--- src/hw/port_gpio_pkg.sv ---
// Constants and carrier types for the port 0 / port 2 block
package port_gpio_pkg;

    localparam int P0_WIDTH = 3;
    localparam int P2_WIDTH = 8;
    localparam int CHAN_W   = 4;

    // Reset values: direction 1 = input, analog select 1 = analog
    localparam logic [P0_WIDTH-1:0] P0_DIR_RST   = 3'h7;
    localparam logic [P0_WIDTH-1:0] P0_PULL_RST  = 3'h0;
    localparam logic [P0_WIDTH-1:0] P0_LATCH_RST = 3'h0;
    localparam logic [P2_WIDTH-1:0] P2_DIR_RST   = 8'hff;
    localparam logic [P2_WIDTH-1:0] P2_LATCH_RST = 8'h00;
    localparam logic [P2_WIDTH-1:0] P2_ANA_RST   = 8'hff;

    // Port 0 bit positions of the alternate functions
    localparam int P0_TMR_IN_BIT  = 0;
    localparam int P0_TMR_OUT_BIT = 1;
    localparam int P0_CS_BIT      = 2;

    // Register selects of the write/read port
    typedef enum logic [2:0] {
        SEL_P0_DATA,
        SEL_P0_DIR,
        SEL_P0_PULL,
        SEL_P2_DATA,
        SEL_P2_DIR,
        SEL_P2_ANA,
        SEL_NONE
    } reg_sel_t;

    typedef struct packed {
        reg_sel_t              sel;
        logic                  wr;
        logic [P2_WIDTH-1:0]   wdata;
    } reg_access_t;

    // Per-pin drive bundle for one port
    typedef struct packed {
        logic [P2_WIDTH-1:0] out;
        logic [P2_WIDTH-1:0] oe;
    } pin_drive_t;

    // Per-pin function decoded for port 2
    typedef enum logic [2:0] {
        FN_DIG_IN,
        FN_DIG_OUT,
        FN_ANA_CONV,
        FN_ANA_IDLE,
        FN_PROHIBITED
    } pin_fn_t;

endpackage

--- src/hw/port0_port2_gpio.sv ---
// Port 0 and port 2 general-purpose I/O with analog pin selection
`timescale 1ns/10ps
module port0_port2_gpio (
    // Clock and reset
    input  wire logic                                   core_clk,
    input  wire logic                                   reset_n,
    // Register access
    input  wire port_gpio_pkg::reg_access_t             reg_acc,
    output logic [port_gpio_pkg::P2_WIDTH-1:0]          reg_rdata,
    // Port 0 pins
    input  wire logic [port_gpio_pkg::P0_WIDTH-1:0]     p0_pin_in,
    output logic [port_gpio_pkg::P0_WIDTH-1:0]          p0_pin_out,
    output logic [port_gpio_pkg::P0_WIDTH-1:0]          p0_pin_oe,
    output logic [port_gpio_pkg::P0_WIDTH-1:0]          p0_pullup_on,
    // Port 0 alternate functions
    input  wire logic                                   timer_out,
    input  wire logic                                   timer_out_en,
    output logic                                        timer_in,
    output logic [port_gpio_pkg::P0_WIDTH-1:0]          ext_irq_in,
    output logic                                        chip_select_in,
    // Port 2 pins
    input  wire logic [port_gpio_pkg::P2_WIDTH-1:0]     p2_pin_in,
    output port_gpio_pkg::pin_drive_t                   p2_drive,
    output logic [port_gpio_pkg::P2_WIDTH-1:0]          p2_dig_in_en,
    // Converter channel
    input  wire logic [port_gpio_pkg::CHAN_W-1:0]       converter_channel_select,
    output logic [port_gpio_pkg::P2_WIDTH-1:0]          analog_channel_input,
    output logic                                        config_prohibited
);
    import port_gpio_pkg::*;

    // ****************************************
    // Register state
    // ****************************************
    logic [P0_WIDTH-1:0] port0_data_latch_r, port0_data_latch_nxt;
    logic [P0_WIDTH-1:0] port0_direction_reg_r, port0_direction_reg_nxt;
    logic [P0_WIDTH-1:0] port0_pullup_enable_reg_r, port0_pullup_enable_reg_nxt;
    logic [P2_WIDTH-1:0] port2_data_latch_r, port2_data_latch_nxt;
    logic [P2_WIDTH-1:0] port2_direction_reg_r, port2_direction_reg_nxt;
    logic [P2_WIDTH-1:0] analog_digital_pin_select_r, analog_digital_pin_select_nxt;
    logic [P2_WIDTH-1:0] rdata_r, rdata_nxt;

    always_comb begin
        port0_data_latch_nxt          = port0_data_latch_r;
        port0_direction_reg_nxt       = port0_direction_reg_r;
        port0_pullup_enable_reg_nxt   = port0_pullup_enable_reg_r;
        port2_data_latch_nxt          = port2_data_latch_r;
        port2_direction_reg_nxt       = port2_direction_reg_r;
        analog_digital_pin_select_nxt = analog_digital_pin_select_r;
        if (reg_acc.wr) begin
            case (reg_acc.sel)
                SEL_P0_DATA: port0_data_latch_nxt = reg_acc.wdata[P0_WIDTH-1:0];
                SEL_P0_DIR:  port0_direction_reg_nxt = reg_acc.wdata[P0_WIDTH-1:0];
                SEL_P0_PULL: port0_pullup_enable_reg_nxt = reg_acc.wdata[P0_WIDTH-1:0];
                SEL_P2_DATA: port2_data_latch_nxt = reg_acc.wdata;
                SEL_P2_DIR:  port2_direction_reg_nxt = reg_acc.wdata;
                SEL_P2_ANA:  analog_digital_pin_select_nxt = reg_acc.wdata;
                default: ;
            endcase
        end
    end

    // ****************************************
    // Read path
    // ****************************************
    logic [P0_WIDTH-1:0] p0_view;
    logic [P2_WIDTH-1:0] p2_view;

    always_comb begin
        // Inputs show the pin, outputs show the latch
        p0_view = (port0_direction_reg_r & p0_pin_in)
                | (~port0_direction_reg_r & port0_data_latch_r);
        // Analog input pins have the digital buffer off and read zero
        p2_view = (port2_direction_reg_r & p2_pin_in & ~analog_digital_pin_select_r)
                | (~port2_direction_reg_r & port2_data_latch_r);
        case (reg_acc.sel)
            SEL_P0_DATA: rdata_nxt = {{(P2_WIDTH-P0_WIDTH){1'b0}}, p0_view};
            SEL_P0_DIR:  rdata_nxt = {{(P2_WIDTH-P0_WIDTH){1'b0}}, port0_direction_reg_r};
            SEL_P0_PULL: rdata_nxt = {{(P2_WIDTH-P0_WIDTH){1'b0}},
                                      port0_pullup_enable_reg_r};
            SEL_P2_DATA: rdata_nxt = p2_view;
            SEL_P2_DIR:  rdata_nxt = port2_direction_reg_r;
            SEL_P2_ANA:  rdata_nxt = analog_digital_pin_select_r;
            default:     rdata_nxt = 8'h00;
        endcase
    end

    always_ff @(posedge core_clk) begin
        if (!reset_n) begin
            port0_data_latch_r          <= P0_LATCH_RST;
            port0_direction_reg_r       <= P0_DIR_RST;
            port0_pullup_enable_reg_r   <= P0_PULL_RST;
            port2_data_latch_r          <= P2_LATCH_RST;
            port2_direction_reg_r       <= P2_DIR_RST;
            analog_digital_pin_select_r <= P2_ANA_RST;
            rdata_r                     <= 8'h00;
        end else begin
            port0_data_latch_r          <= port0_data_latch_nxt;
            port0_direction_reg_r       <= port0_direction_reg_nxt;
            port0_pullup_enable_reg_r   <= port0_pullup_enable_reg_nxt;
            port2_data_latch_r          <= port2_data_latch_nxt;
            port2_direction_reg_r       <= port2_direction_reg_nxt;
            analog_digital_pin_select_r <= analog_digital_pin_select_nxt;
            rdata_r                     <= rdata_nxt;
        end
    end

    assign reg_rdata = rdata_r;

    // ****************************************
    // Port 0 pins and alternate functions
    // ****************************************
    always_comb begin
        p0_pin_out = port0_data_latch_r;
        p0_pin_oe  = ~port0_direction_reg_r;
        // Timer output overrides the latch when timer_out_en is set and that pin is an output
        if (timer_out_en && !port0_direction_reg_r[P0_TMR_OUT_BIT])
            p0_pin_out[P0_TMR_OUT_BIT] = timer_out;
    end

    assign p0_pullup_on   = port0_pullup_enable_reg_r & port0_direction_reg_r;
    assign timer_in       = p0_pin_in[P0_TMR_IN_BIT];
    assign ext_irq_in     = p0_pin_in;
    assign chip_select_in = p0_pin_in[P0_CS_BIT];

    // ****************************************
    // Port 2 pin functions
    // ****************************************
    logic [P2_WIDTH-1:0] p2_oe, p2_prohib;

    genvar gi;
    generate
        for (gi = 0; gi < P2_WIDTH; gi++) begin : g_p2
            pin_fn_t fn;
            logic    hit;
            assign hit = (converter_channel_select == CHAN_W'(gi));
            port2_pin_func u_fn (
                .analog_sel (analog_digital_pin_select_r[gi]),
                .dir_input  (port2_direction_reg_r[gi]),
                .chan_hit   (hit),
                .fn         (fn),
                .drive_en   (p2_oe[gi]),
                .dig_in_en  (p2_dig_in_en[gi]),
                .conv_en    (analog_channel_input[gi])
            );
            assign p2_prohib[gi] = (fn == FN_PROHIBITED);
        end
    endgenerate

    assign p2_drive.out       = port2_data_latch_r;
    assign p2_drive.oe        = p2_oe;
    assign config_prohibited  = |p2_prohib;

    // ****************************************
    // Checks
    // ****************************************
    a_p0_reset_input: assert property (@(posedge core_clk)
        !reset_n |=> p0_pin_oe == 3'h0)
        else $error("port 0 driver on after reset");

    a_p0_dir_write: assert property (@(posedge core_clk) disable iff (!reset_n)
        reg_acc.wr && reg_acc.sel == SEL_P0_DIR
        |=> p0_pin_oe == ~$past(reg_acc.wdata[P0_WIDTH-1:0]))
        else $error("port 0 direction write not applied");

    a_p0_read_upper: assert property (@(posedge core_clk) disable iff (!reset_n)
        reg_acc.sel inside {SEL_P0_DATA, SEL_P0_DIR, SEL_P0_PULL}
        |=> reg_rdata[P2_WIDTH-1:P0_WIDTH] == 5'h00)
        else $error("port 0 read shows upper bits");

    a_p0_pullup_gate: assert property (@(posedge core_clk) disable iff (!reset_n)
        (p0_pullup_on & p0_pin_oe) == 3'h0)
        else $error("pull-up on while pin drives");

    a_p2_reset_analog: assert property (@(posedge core_clk)
        !reset_n |=> p2_dig_in_en == 8'h00 && p2_drive.oe == 8'h00)
        else $error("port 2 not analog input after reset");

    a_p2_analog_nodrive: assert property (@(posedge core_clk) disable iff (!reset_n)
        (p2_drive.oe & analog_digital_pin_select_r) == 8'h00)
        else $error("analog pin driven");

    a_p2_conv_onehot: assert property (@(posedge core_clk) disable iff (!reset_n)
        $onehot0(analog_channel_input))
        else $error("more than one pin converted");

    a_p2_conv_pick: assert property (@(posedge core_clk) disable iff (!reset_n)
        analog_channel_input == (analog_digital_pin_select_r & port2_direction_reg_r
                                 & (8'h01 << converter_channel_select)))
        else $error("selected analog input not converted");

    a_p2_prohib_flag: assert property (@(posedge core_clk) disable iff (!reset_n)
        config_prohibited == |((~analog_digital_pin_select_r
                                & (8'h01 << converter_channel_select))
                               | (analog_digital_pin_select_r & ~port2_direction_reg_r)))
        else $error("prohibited pin setting not flagged");

    a_p2_dir_write: assert property (@(posedge core_clk) disable iff (!reset_n)
        reg_acc.wr && reg_acc.sel == SEL_P2_DIR
        |=> p2_drive.oe == (~$past(reg_acc.wdata) & ~analog_digital_pin_select_r))
        else $error("port 2 direction write not applied");

    a_p2_latch_read: assert property (@(posedge core_clk) disable iff (!reset_n)
        reg_acc.sel == SEL_P2_DATA && !reg_acc.wr
        |=> (reg_rdata & ~$past(port2_direction_reg_r))
            == ($past(port2_data_latch_r) & ~$past(port2_direction_reg_r)))
        else $error("output latch read wrong");

    a_rdata_none: assert property (@(posedge core_clk) disable iff (!reset_n)
        reg_acc.sel == SEL_NONE |=> reg_rdata == 8'h00)
        else $error("unused select read not zero");

    a_p0_latch_write: assert property (@(posedge core_clk) disable iff (!reset_n)
        reg_acc.wr && reg_acc.sel == SEL_P0_DATA && !timer_out_en
        |=> p0_pin_out == $past(reg_acc.wdata[P0_WIDTH-1:0]))
        else $error("port 0 latch write not applied");

endmodule

--- src/hw/port2_pin_func.sv ---
// Per-pin function decoder for port 2
`timescale 1ns/10ps
module port2_pin_func (
    // Configuration of this pin
    input  wire logic                    analog_sel,
    input  wire logic                    dir_input,
    input  wire logic                    chan_hit,
    // Decoded function
    output port_gpio_pkg::pin_fn_t       fn,
    output logic                         drive_en,
    output logic                         dig_in_en,
    output logic                         conv_en
);
    import port_gpio_pkg::*;

    always_comb begin
        if (!analog_sel) begin
            if (chan_hit)
                fn = FN_PROHIBITED;
            else if (dir_input)
                fn = FN_DIG_IN;
            else
                fn = FN_DIG_OUT;
        end else begin
            if (!dir_input)
                fn = FN_PROHIBITED;
            else if (chan_hit)
                fn = FN_ANA_CONV;
            else
                fn = FN_ANA_IDLE;
        end
    end

    // Prohibited analog-output keeps the driver off to protect the converter
    assign drive_en  = !analog_sel && !dir_input;
    assign dig_in_en = !analog_sel;
    assign conv_en   = analog_sel && dir_input && chan_hit;

endmodule

--- config.mk ---
export PLATFORM = sky130hd
export DESIGN_NAME = port0_port2_gpio
export DESIGN_NICKNAME = d
export VERILOG_FILES = /design/src/hw/port_gpio_pkg.sv /design/src/hw/port0_port2_gpio.sv /design/src/hw/port2_pin_func.sv
export SDC_FILE = /design/constraint.sdc
export NUM_CORES = 1
export LEC_CHECK = 0
export BUFFER_PORTS_ARGS = -buffer_cell sky130_fd_sc_hd__buf_2
export CAP_MARGIN = 30
export CORE_ASPECT_RATIO = 0.8
export CORE_MARGIN = 3
export CORE_UTILIZATION = 50
export DETAILED_ROUTE_END_ITERATION = 10
export PLACE_DENSITY = 0.8
export SKIP_LAST_GASP = 1
export SLEW_MARGIN = 20
export SYNTH_ARGS = -nofsm -noshare
export SYNTH_HDL_FRONTEND = slang
export SYNTH_SLANG_ARGS = --single-unit
--- constraint.sdc ---
create_clock -name core_clk -period 2.7 [get_ports core_clk]
set_clock_uncertainty 0.2 [all_clocks]
set_input_delay 0.27 -clock core_clk [delete_from_list [all_inputs] [get_ports core_clk]]
set_output_delay 0.27 -clock core_clk [all_outputs]
set_load 0.03 [all_outputs]
Yosys cells after proc, flatten, opt, wreduce, memory -nomap -nowiden
Cells that the tools add are included.

Bits in registers: 41. Output and inout bits: 55.

Equality and inequality tests: 20. Mux-type cells: 42. Bitwise gates (word level): 11. Reduce and logical (&&, ||, !) cells: 51.

Operators with widths (number): 2-to-1 mux 3 bit (24); one-hot mux 8 bit (6 select lines) (1); equality test 3 bit (second input constant) (10); logical AND 1 bit (25); bitwise AND 8 bit (3); zero test 1 bit (17); 2-to-1 mux 1 bit (17); equality test 4 x 3 -> 1 bit (second input constant) (4); NOT 8 bit (2); AND reduction 2 bit (6); bitwise AND 3 bit (3); equality test 4 x 2 -> 1 bit (second input constant) (2); OR 8 bit (1); OR reduction 8 bit (1); equality test 3 x 2 -> 1 bit (second input constant) (2); equality test 4 x 1 -> 1 bit (second input constant) (1); zero test 4 bit (1); equality test 3 x 1 -> 1 bit (second input constant) (1); zero test 3 bit (1); NOT 3 bit (1); OR 3 bit (1).

Depth between registers and ports, before layout
Depth after elaboration: 6. Mapped depth: 6. Gate-level depth less buffers: 4.

By module
A second synthesis with hierarchy kept.

Cell total of the unflattened synthesis: 316. Area, all modules: 2459.9 um2.

By module, submodules not included: port0_port2_gpio (instances 1, cells each 260, area each 2109.5 um2, seq. area each 820.8 um2); port2_pin_func (instances 8, cells each 7, area each 43.8 um2, seq. area each 0.0 um2).

Worst setup path after synthesis
No wires, ideal clock.

Kind: input-to-output. Start: input converter_channel_select[1] in the netlist's numbering. End: output config_prohibited. Data arrival time: 1493 ps. Data required time: 2230 ps. Setup slack: 737 ps. Stages on the path: 4. Buffers on the path: 1. Cells stage by stage: buf_6 mux4_1 mux2_2 o211ai_2.

Longest elaborated chain between the ends: 6.

Ends and longest elaborated chain: start: declaration (line port0_port2_gpio.sv:26) `input wire logic [port_gpio_pkg::CHAN_W-1:0] converter_channel_select,`; equality test 4 x 1 -> 1 bit (tied with other cells) (line port0_port2_gpio.sv:136) `assign hit = (converter_channel_select == CHAN_W'(gi));`; 2-to-1 mux 1 bit (line port2_pin_func.sv:27) `else if (chan_hit)`; 2-to-1 mux 3 bit (line port2_pin_func.sv:25) `if (!dir_input)`; 2-to-1 mux 3 bit (line port2_pin_func.sv:17) `if (!analog_sel) begin`; equality test 3 bit (line port0_port2_gpio.sv:146) `assign p2_prohib[gi] = (fn == FN_PROHIBITED);`; OR reduction 8 bit (*) (line port0_port2_gpio.sv:152) `assign config_prohibited = |p2_prohib;`; end: declaration (line port0_port2_gpio.sv:28) `output logic config_prohibited`.

Every way passes the cells marked *; elsewhere a longest branch is shown, timed or not.

Final worst setup path
Start: register analog_digital_pin_select_r[4]. End: output config_prohibited.

Longest elaborated chain between the ends: 3.

Ends and longest elaborated chain: start: declaration (line port0_port2_gpio.sv:40) `logic [P2_WIDTH-1:0] analog_digital_pin_select_r, analog_digital_pin_select_nxt;`; start signal: assignment (line port0_port2_gpio.sv:103) `analog_digital_pin_select_r <= analog_digital_pin_select_nxt;`; 2-to-1 mux 3 bit (line port2_pin_func.sv:17); equality test 3 bit (line port0_port2_gpio.sv:146); OR reduction 8 bit (line port0_port2_gpio.sv:152).

No other way between the ends.

==> results <==
- The fraction of layout cells with a size suffix above 1 is 29.29%.
- Yosys mapped a number of flops with a built-in enable equal to 0.
- The insertion delay to the later sink of the worst-skew pair is 0.29 ns.
- The most used flip-flop cell after synthesis is sky130_fd_sc_hd__dfxtp_1.
- In this run the vertical extent of the chip is 67.64 µm.
- STA classifies the critical path endpoint as an output port.
- In this run the clock root is driven by a sky130_fd_sc_hd__clkbuf_8.
- Headroom to the max-slew limit came out at 59.10%.
- The hold slack is 0.02036 ns.
- The number of antenna diodes in the final layout is 0.
- The synthesized flop and latch total is 41.
- A synthesized cell averages 8.133 µm².
- In this run the number of H-tree levels came out at 2.
- Counting both buffers and inverters, the worst setup path holds a total of 1.
- The final layout contains 370 nets.
- The maximum cell stage delay along the critical path is 0.51 ns.
- The detailed-route wire length per cell is 15.50 µm.
- The signal on the critical path passes through mux4_1 > mux2_2 > o211ai_2 > buf_2.
- The cell area that synthesis handed to floorplanning was 2375 µm².
- For this design the total switching power over the nets is 0.0003691 W.
- The core outline area is 4388 µm².
- In the synthesized netlist the async set-or-reset flop fraction comes to 0%.
- The number of cell rows is 21.
- Buffers placed on the I/O ports in this run total 85.
- Combinational logic is responsible for 18.4% of the overall power.
- The post-route cell area is 2645 µm².
- On the critical path, the stage with the largest delay is an instance of sky130_fd_sc_hd__mux4_1.
- Yosys printed 0 warnings.
- Summed over all nets, the half-perimeter wirelength after detailed placement is 4549 µm.
- The number of global-route vias before repair came to 1922.
- Of the total power, registers draw 51.7%.
- Summed over all cells, the static leakage comes to 1.267 nW.
- The routed design could run at a clock period as short as 2.287 ns.
- The overall power consumption is 0.001244 W.
- TritonCTS built the clock tree.
- Setup violations remaining at the end of the flow were counted as 0.
- The sum of negative setup slack is 0 ns.
- The clock network burns 30.0% of the power.
- The quantity of gates resized following cts is 0.
- The run finished with clean final reports.
- The total global routing track utilization is 21.87%.
- The number of post-CTS setup repair buffers is 0.
- The family with the most delay on the worst path is multiplexers.
- The filler cell count is 428.
- The share of the clock period used by the worst path is 84.70%.
- The required time at the worst-slack endpoint is 2.23 ns.
- The weighted congestion at the end of routability-driven global placement is 0.8938.
- For this configuration, the core starts out at a cell density of 54.12%.
- For the worst setup path, the data arrival time is 1.82 ns.
- Summed over all layers, the routed wires come to 6121 µm.
- Along the worst path, the maximum fanout reaches 6.
- The number of pins with negative max-slew slack in the final report was 0.
- Relative to the synthesized area, the layout overhead comes to 11.38%.
- 86 I/O pins were placed.
- The count of max-cap constraint violations is 0.
- In this run the remaining antenna-violating nets after routing total 0.
- The number of buffers added by the clock tree synthesis step is 5.
- By startpoint and endpoint, the worst setup path is classified as flop to output port.
- At the pin with the least slew margin, the transition time is 0.6136 ns.
- The clock input transition at the sequential cells of the worst setup and hold paths is 0.08 ns.
- The worst hold path belongs to the class input pin to flop.
- The first global-routing pass estimated 9749 µm of wire.
- The count of mapped cells out of synthesis is 292.
- The initial antenna violation count is 0.
- The synthesized netlist contains 39 unique library cells.
- The routed layout has 2189 vias.
- The instance area after placement is 2571 µm².
- Of the synthesized area, sequential elements account for 34.56%.
- The number of iterations in the first detailed-routing pass is 4.
- The post-synth net total is 323.
- After the first detailed-routing iteration, the DRC count stood at 196.
- The fraction of power spent switching nets is 29.68%.
- The total internal power is 0.0008747 W.
- Power spread over the standard cell area amounts to 470.2 nW/µm².
- Measured along the x axis, the die boundary spans 83.05 µm.
- The clock net in this run drives a total of 41 sinks.
- The largest net degree at the start of global routing is 38.
- Setup repair after global routing left no endpoint under its margin.
- The startpoint type of the worst setup path is a flop.
- The remaining routing DRC violations is 0.
- The utilization after layout is 60.28%.
- The overall overflow remaining after global route is 0.
- The number of buffers between clock root and the deepest sink is 2.
- The total count of hold-check failures in the final report is 0.
- The die covers 5618 µm².
- The maximum achievable frequency is 437.3 MHz.
- After detailed routing, the number of vias per cell comes to 5.542.
- The maximum ir drop on the vdd rail is 0.0002980 V.
- The number of hold buffers added after CTS was 0.
[metal layers]
metal	routed length, µm	global-route usage (%)	vias to the layer above
met4	34	4.898	0
met1	2810	31.32	1003
met3	569	5.488	6
li1	-	-	1076
met2	2705	33.20	104
met5	0	0	-
[cell families (layout without fill, tap and decap cells)]
logic type,count (synthesis),in the layout,share of synthesized area [%]
and+or+nand+nor,113,113,23.76
buffers and inverters,62,108,15.33
AOI/OAI and AO/OA,60,60,18.07
DFF,41,41,34.56
muxes,16,16,8.272
[area by class of cell]
| class | instances | area, µm² | share of cell area [%] |
|---|---|---|---|
| well taps | 57 | 71.32 | 2.696 |
| clock buffers | 5 | 68.82 | 2.602 |
| multi-input cells | 189 | 1190 | 44.99 |
| inverters | 17 | 63.81 | 2.412 |
| clock inverters | 1 | 5.005 | 0.1892 |
| repair buffers | 85 | 425.4 | 16.08 |
| flip-flops and latches | 41 | 820.8 | 31.03 |
[cells in the final DEF, fill, tap and decap left out, drive strengths merged, types with 2 or more instances in the layout]
cell type	count
buf	85
nand2	47
dfxtp	41
nor2b	18
inv	17
o211ai	16
nor2	12
mux2i	11
and2	9
o22ai	9
a21boi	9
a31oi	7
nand3	6
o21ai	5
clkbuf	5
nand2b	4
nor4	4
nor3	4
mux2	3
mux4	2
a221oi	2
nand4	2
a31o	2
and3	2
a211oi	2
a2111oi	2
a22oi	2
o21a	2
[Yosys cell counts, drive strengths merged, types with 3 or more instances]
master	instances	area share (%)
a21boi	9	2.8
a31oi	7	1.8
and2	9	2.4
buf	38	12
clkbuf	7	1.1
dfxtp	41	35
inv	17	2.7
mux2	3	1.4
mux2i	11	4.6
nand2	47	7.4
nand2b	4	1.1
nand3	6	1.3
nor2	12	1.9
nor2b	18	4.7
nor3	4	1.1
nor4	4	1.1
o211ai	16	5.3
o21ai	5	1.1
o22ai	9	2.4
[through the flow]
stage                     setup WS [ns]  std cells
after detailed placement         0.5994        389
final                            0.4131        395
after floorplan                  0.7370        292
after global placement           0.6309        389
after CTS                        0.4152        395
after global routing             0.3415        395
[final timing paths]
check | start | to | slack [ns] | cells after the start
worst min-delay path | reg_acc[6] | port2_direction_reg_r[6]$_SDFFE_PN1P_ | 0.02 | 3
worst max-delay path | analog_digital_pin_select_r[4]$_SDFFE_PN1P_ | config_prohibited | 0.41 | 4
worst min register to register | port2_data_latch_r[4]$_SDFFE_PN0P_ | port2_data_latch_r[4]$_SDFFE_PN0P_ | 0.28 | 2
worst max register to register | analog_digital_pin_select_r[1]$_SDFFE_PN1P_ | reg_rdata[1]$_SDFF_PN0_ | 1.34 | 4
[power by group through the flow]
| stage | registers [W] | logic [W] | clock network [W] |
|---|---|---|---|
| 4_1_cts | 0.000643 | 0.000227 | 0.000373 |
| 3_5_place_dp | 0.000657 | 0.000226 | 0 |
| 5_1_grt | 0.000646 | 0.000248 | 0.000393 |
| 6_report | 0.000643 | 0.000228 | 0.000373 |
| 2_1_floorplan | 0.000670 | 0.000152 | 0 |
| 3_3_place_gp | 0.000655 | 0.000223 | 0 |
[registers in the layout (all words and copies together), names as in the netlist]
| name | flops |
|---|---|
| port0_direction_reg_r | 3 |
| analog_digital_pin_select_r | 8 |
| reg_rdata | 8 |
| port2_direction_reg_r | 8 |
| port0_data_latch_r | 3 |
| port0_pullup_enable_reg_r | 3 |
| port2_data_latch_r | 8 |
[worst reg2reg max path: stages, from the launching register on]
cell and delay, ns:
sky130_fd_sc_hd__dfxtp_1 0.37, sky130_fd_sc_hd__mux2_2 0.29, sky130_fd_sc_hd__a22oi_1 0.14, sky130_fd_sc_hd__o22ai_1 0.09, sky130_fd_sc_hd__o21a_1 0.18
(Power assumes the default switching activity.)
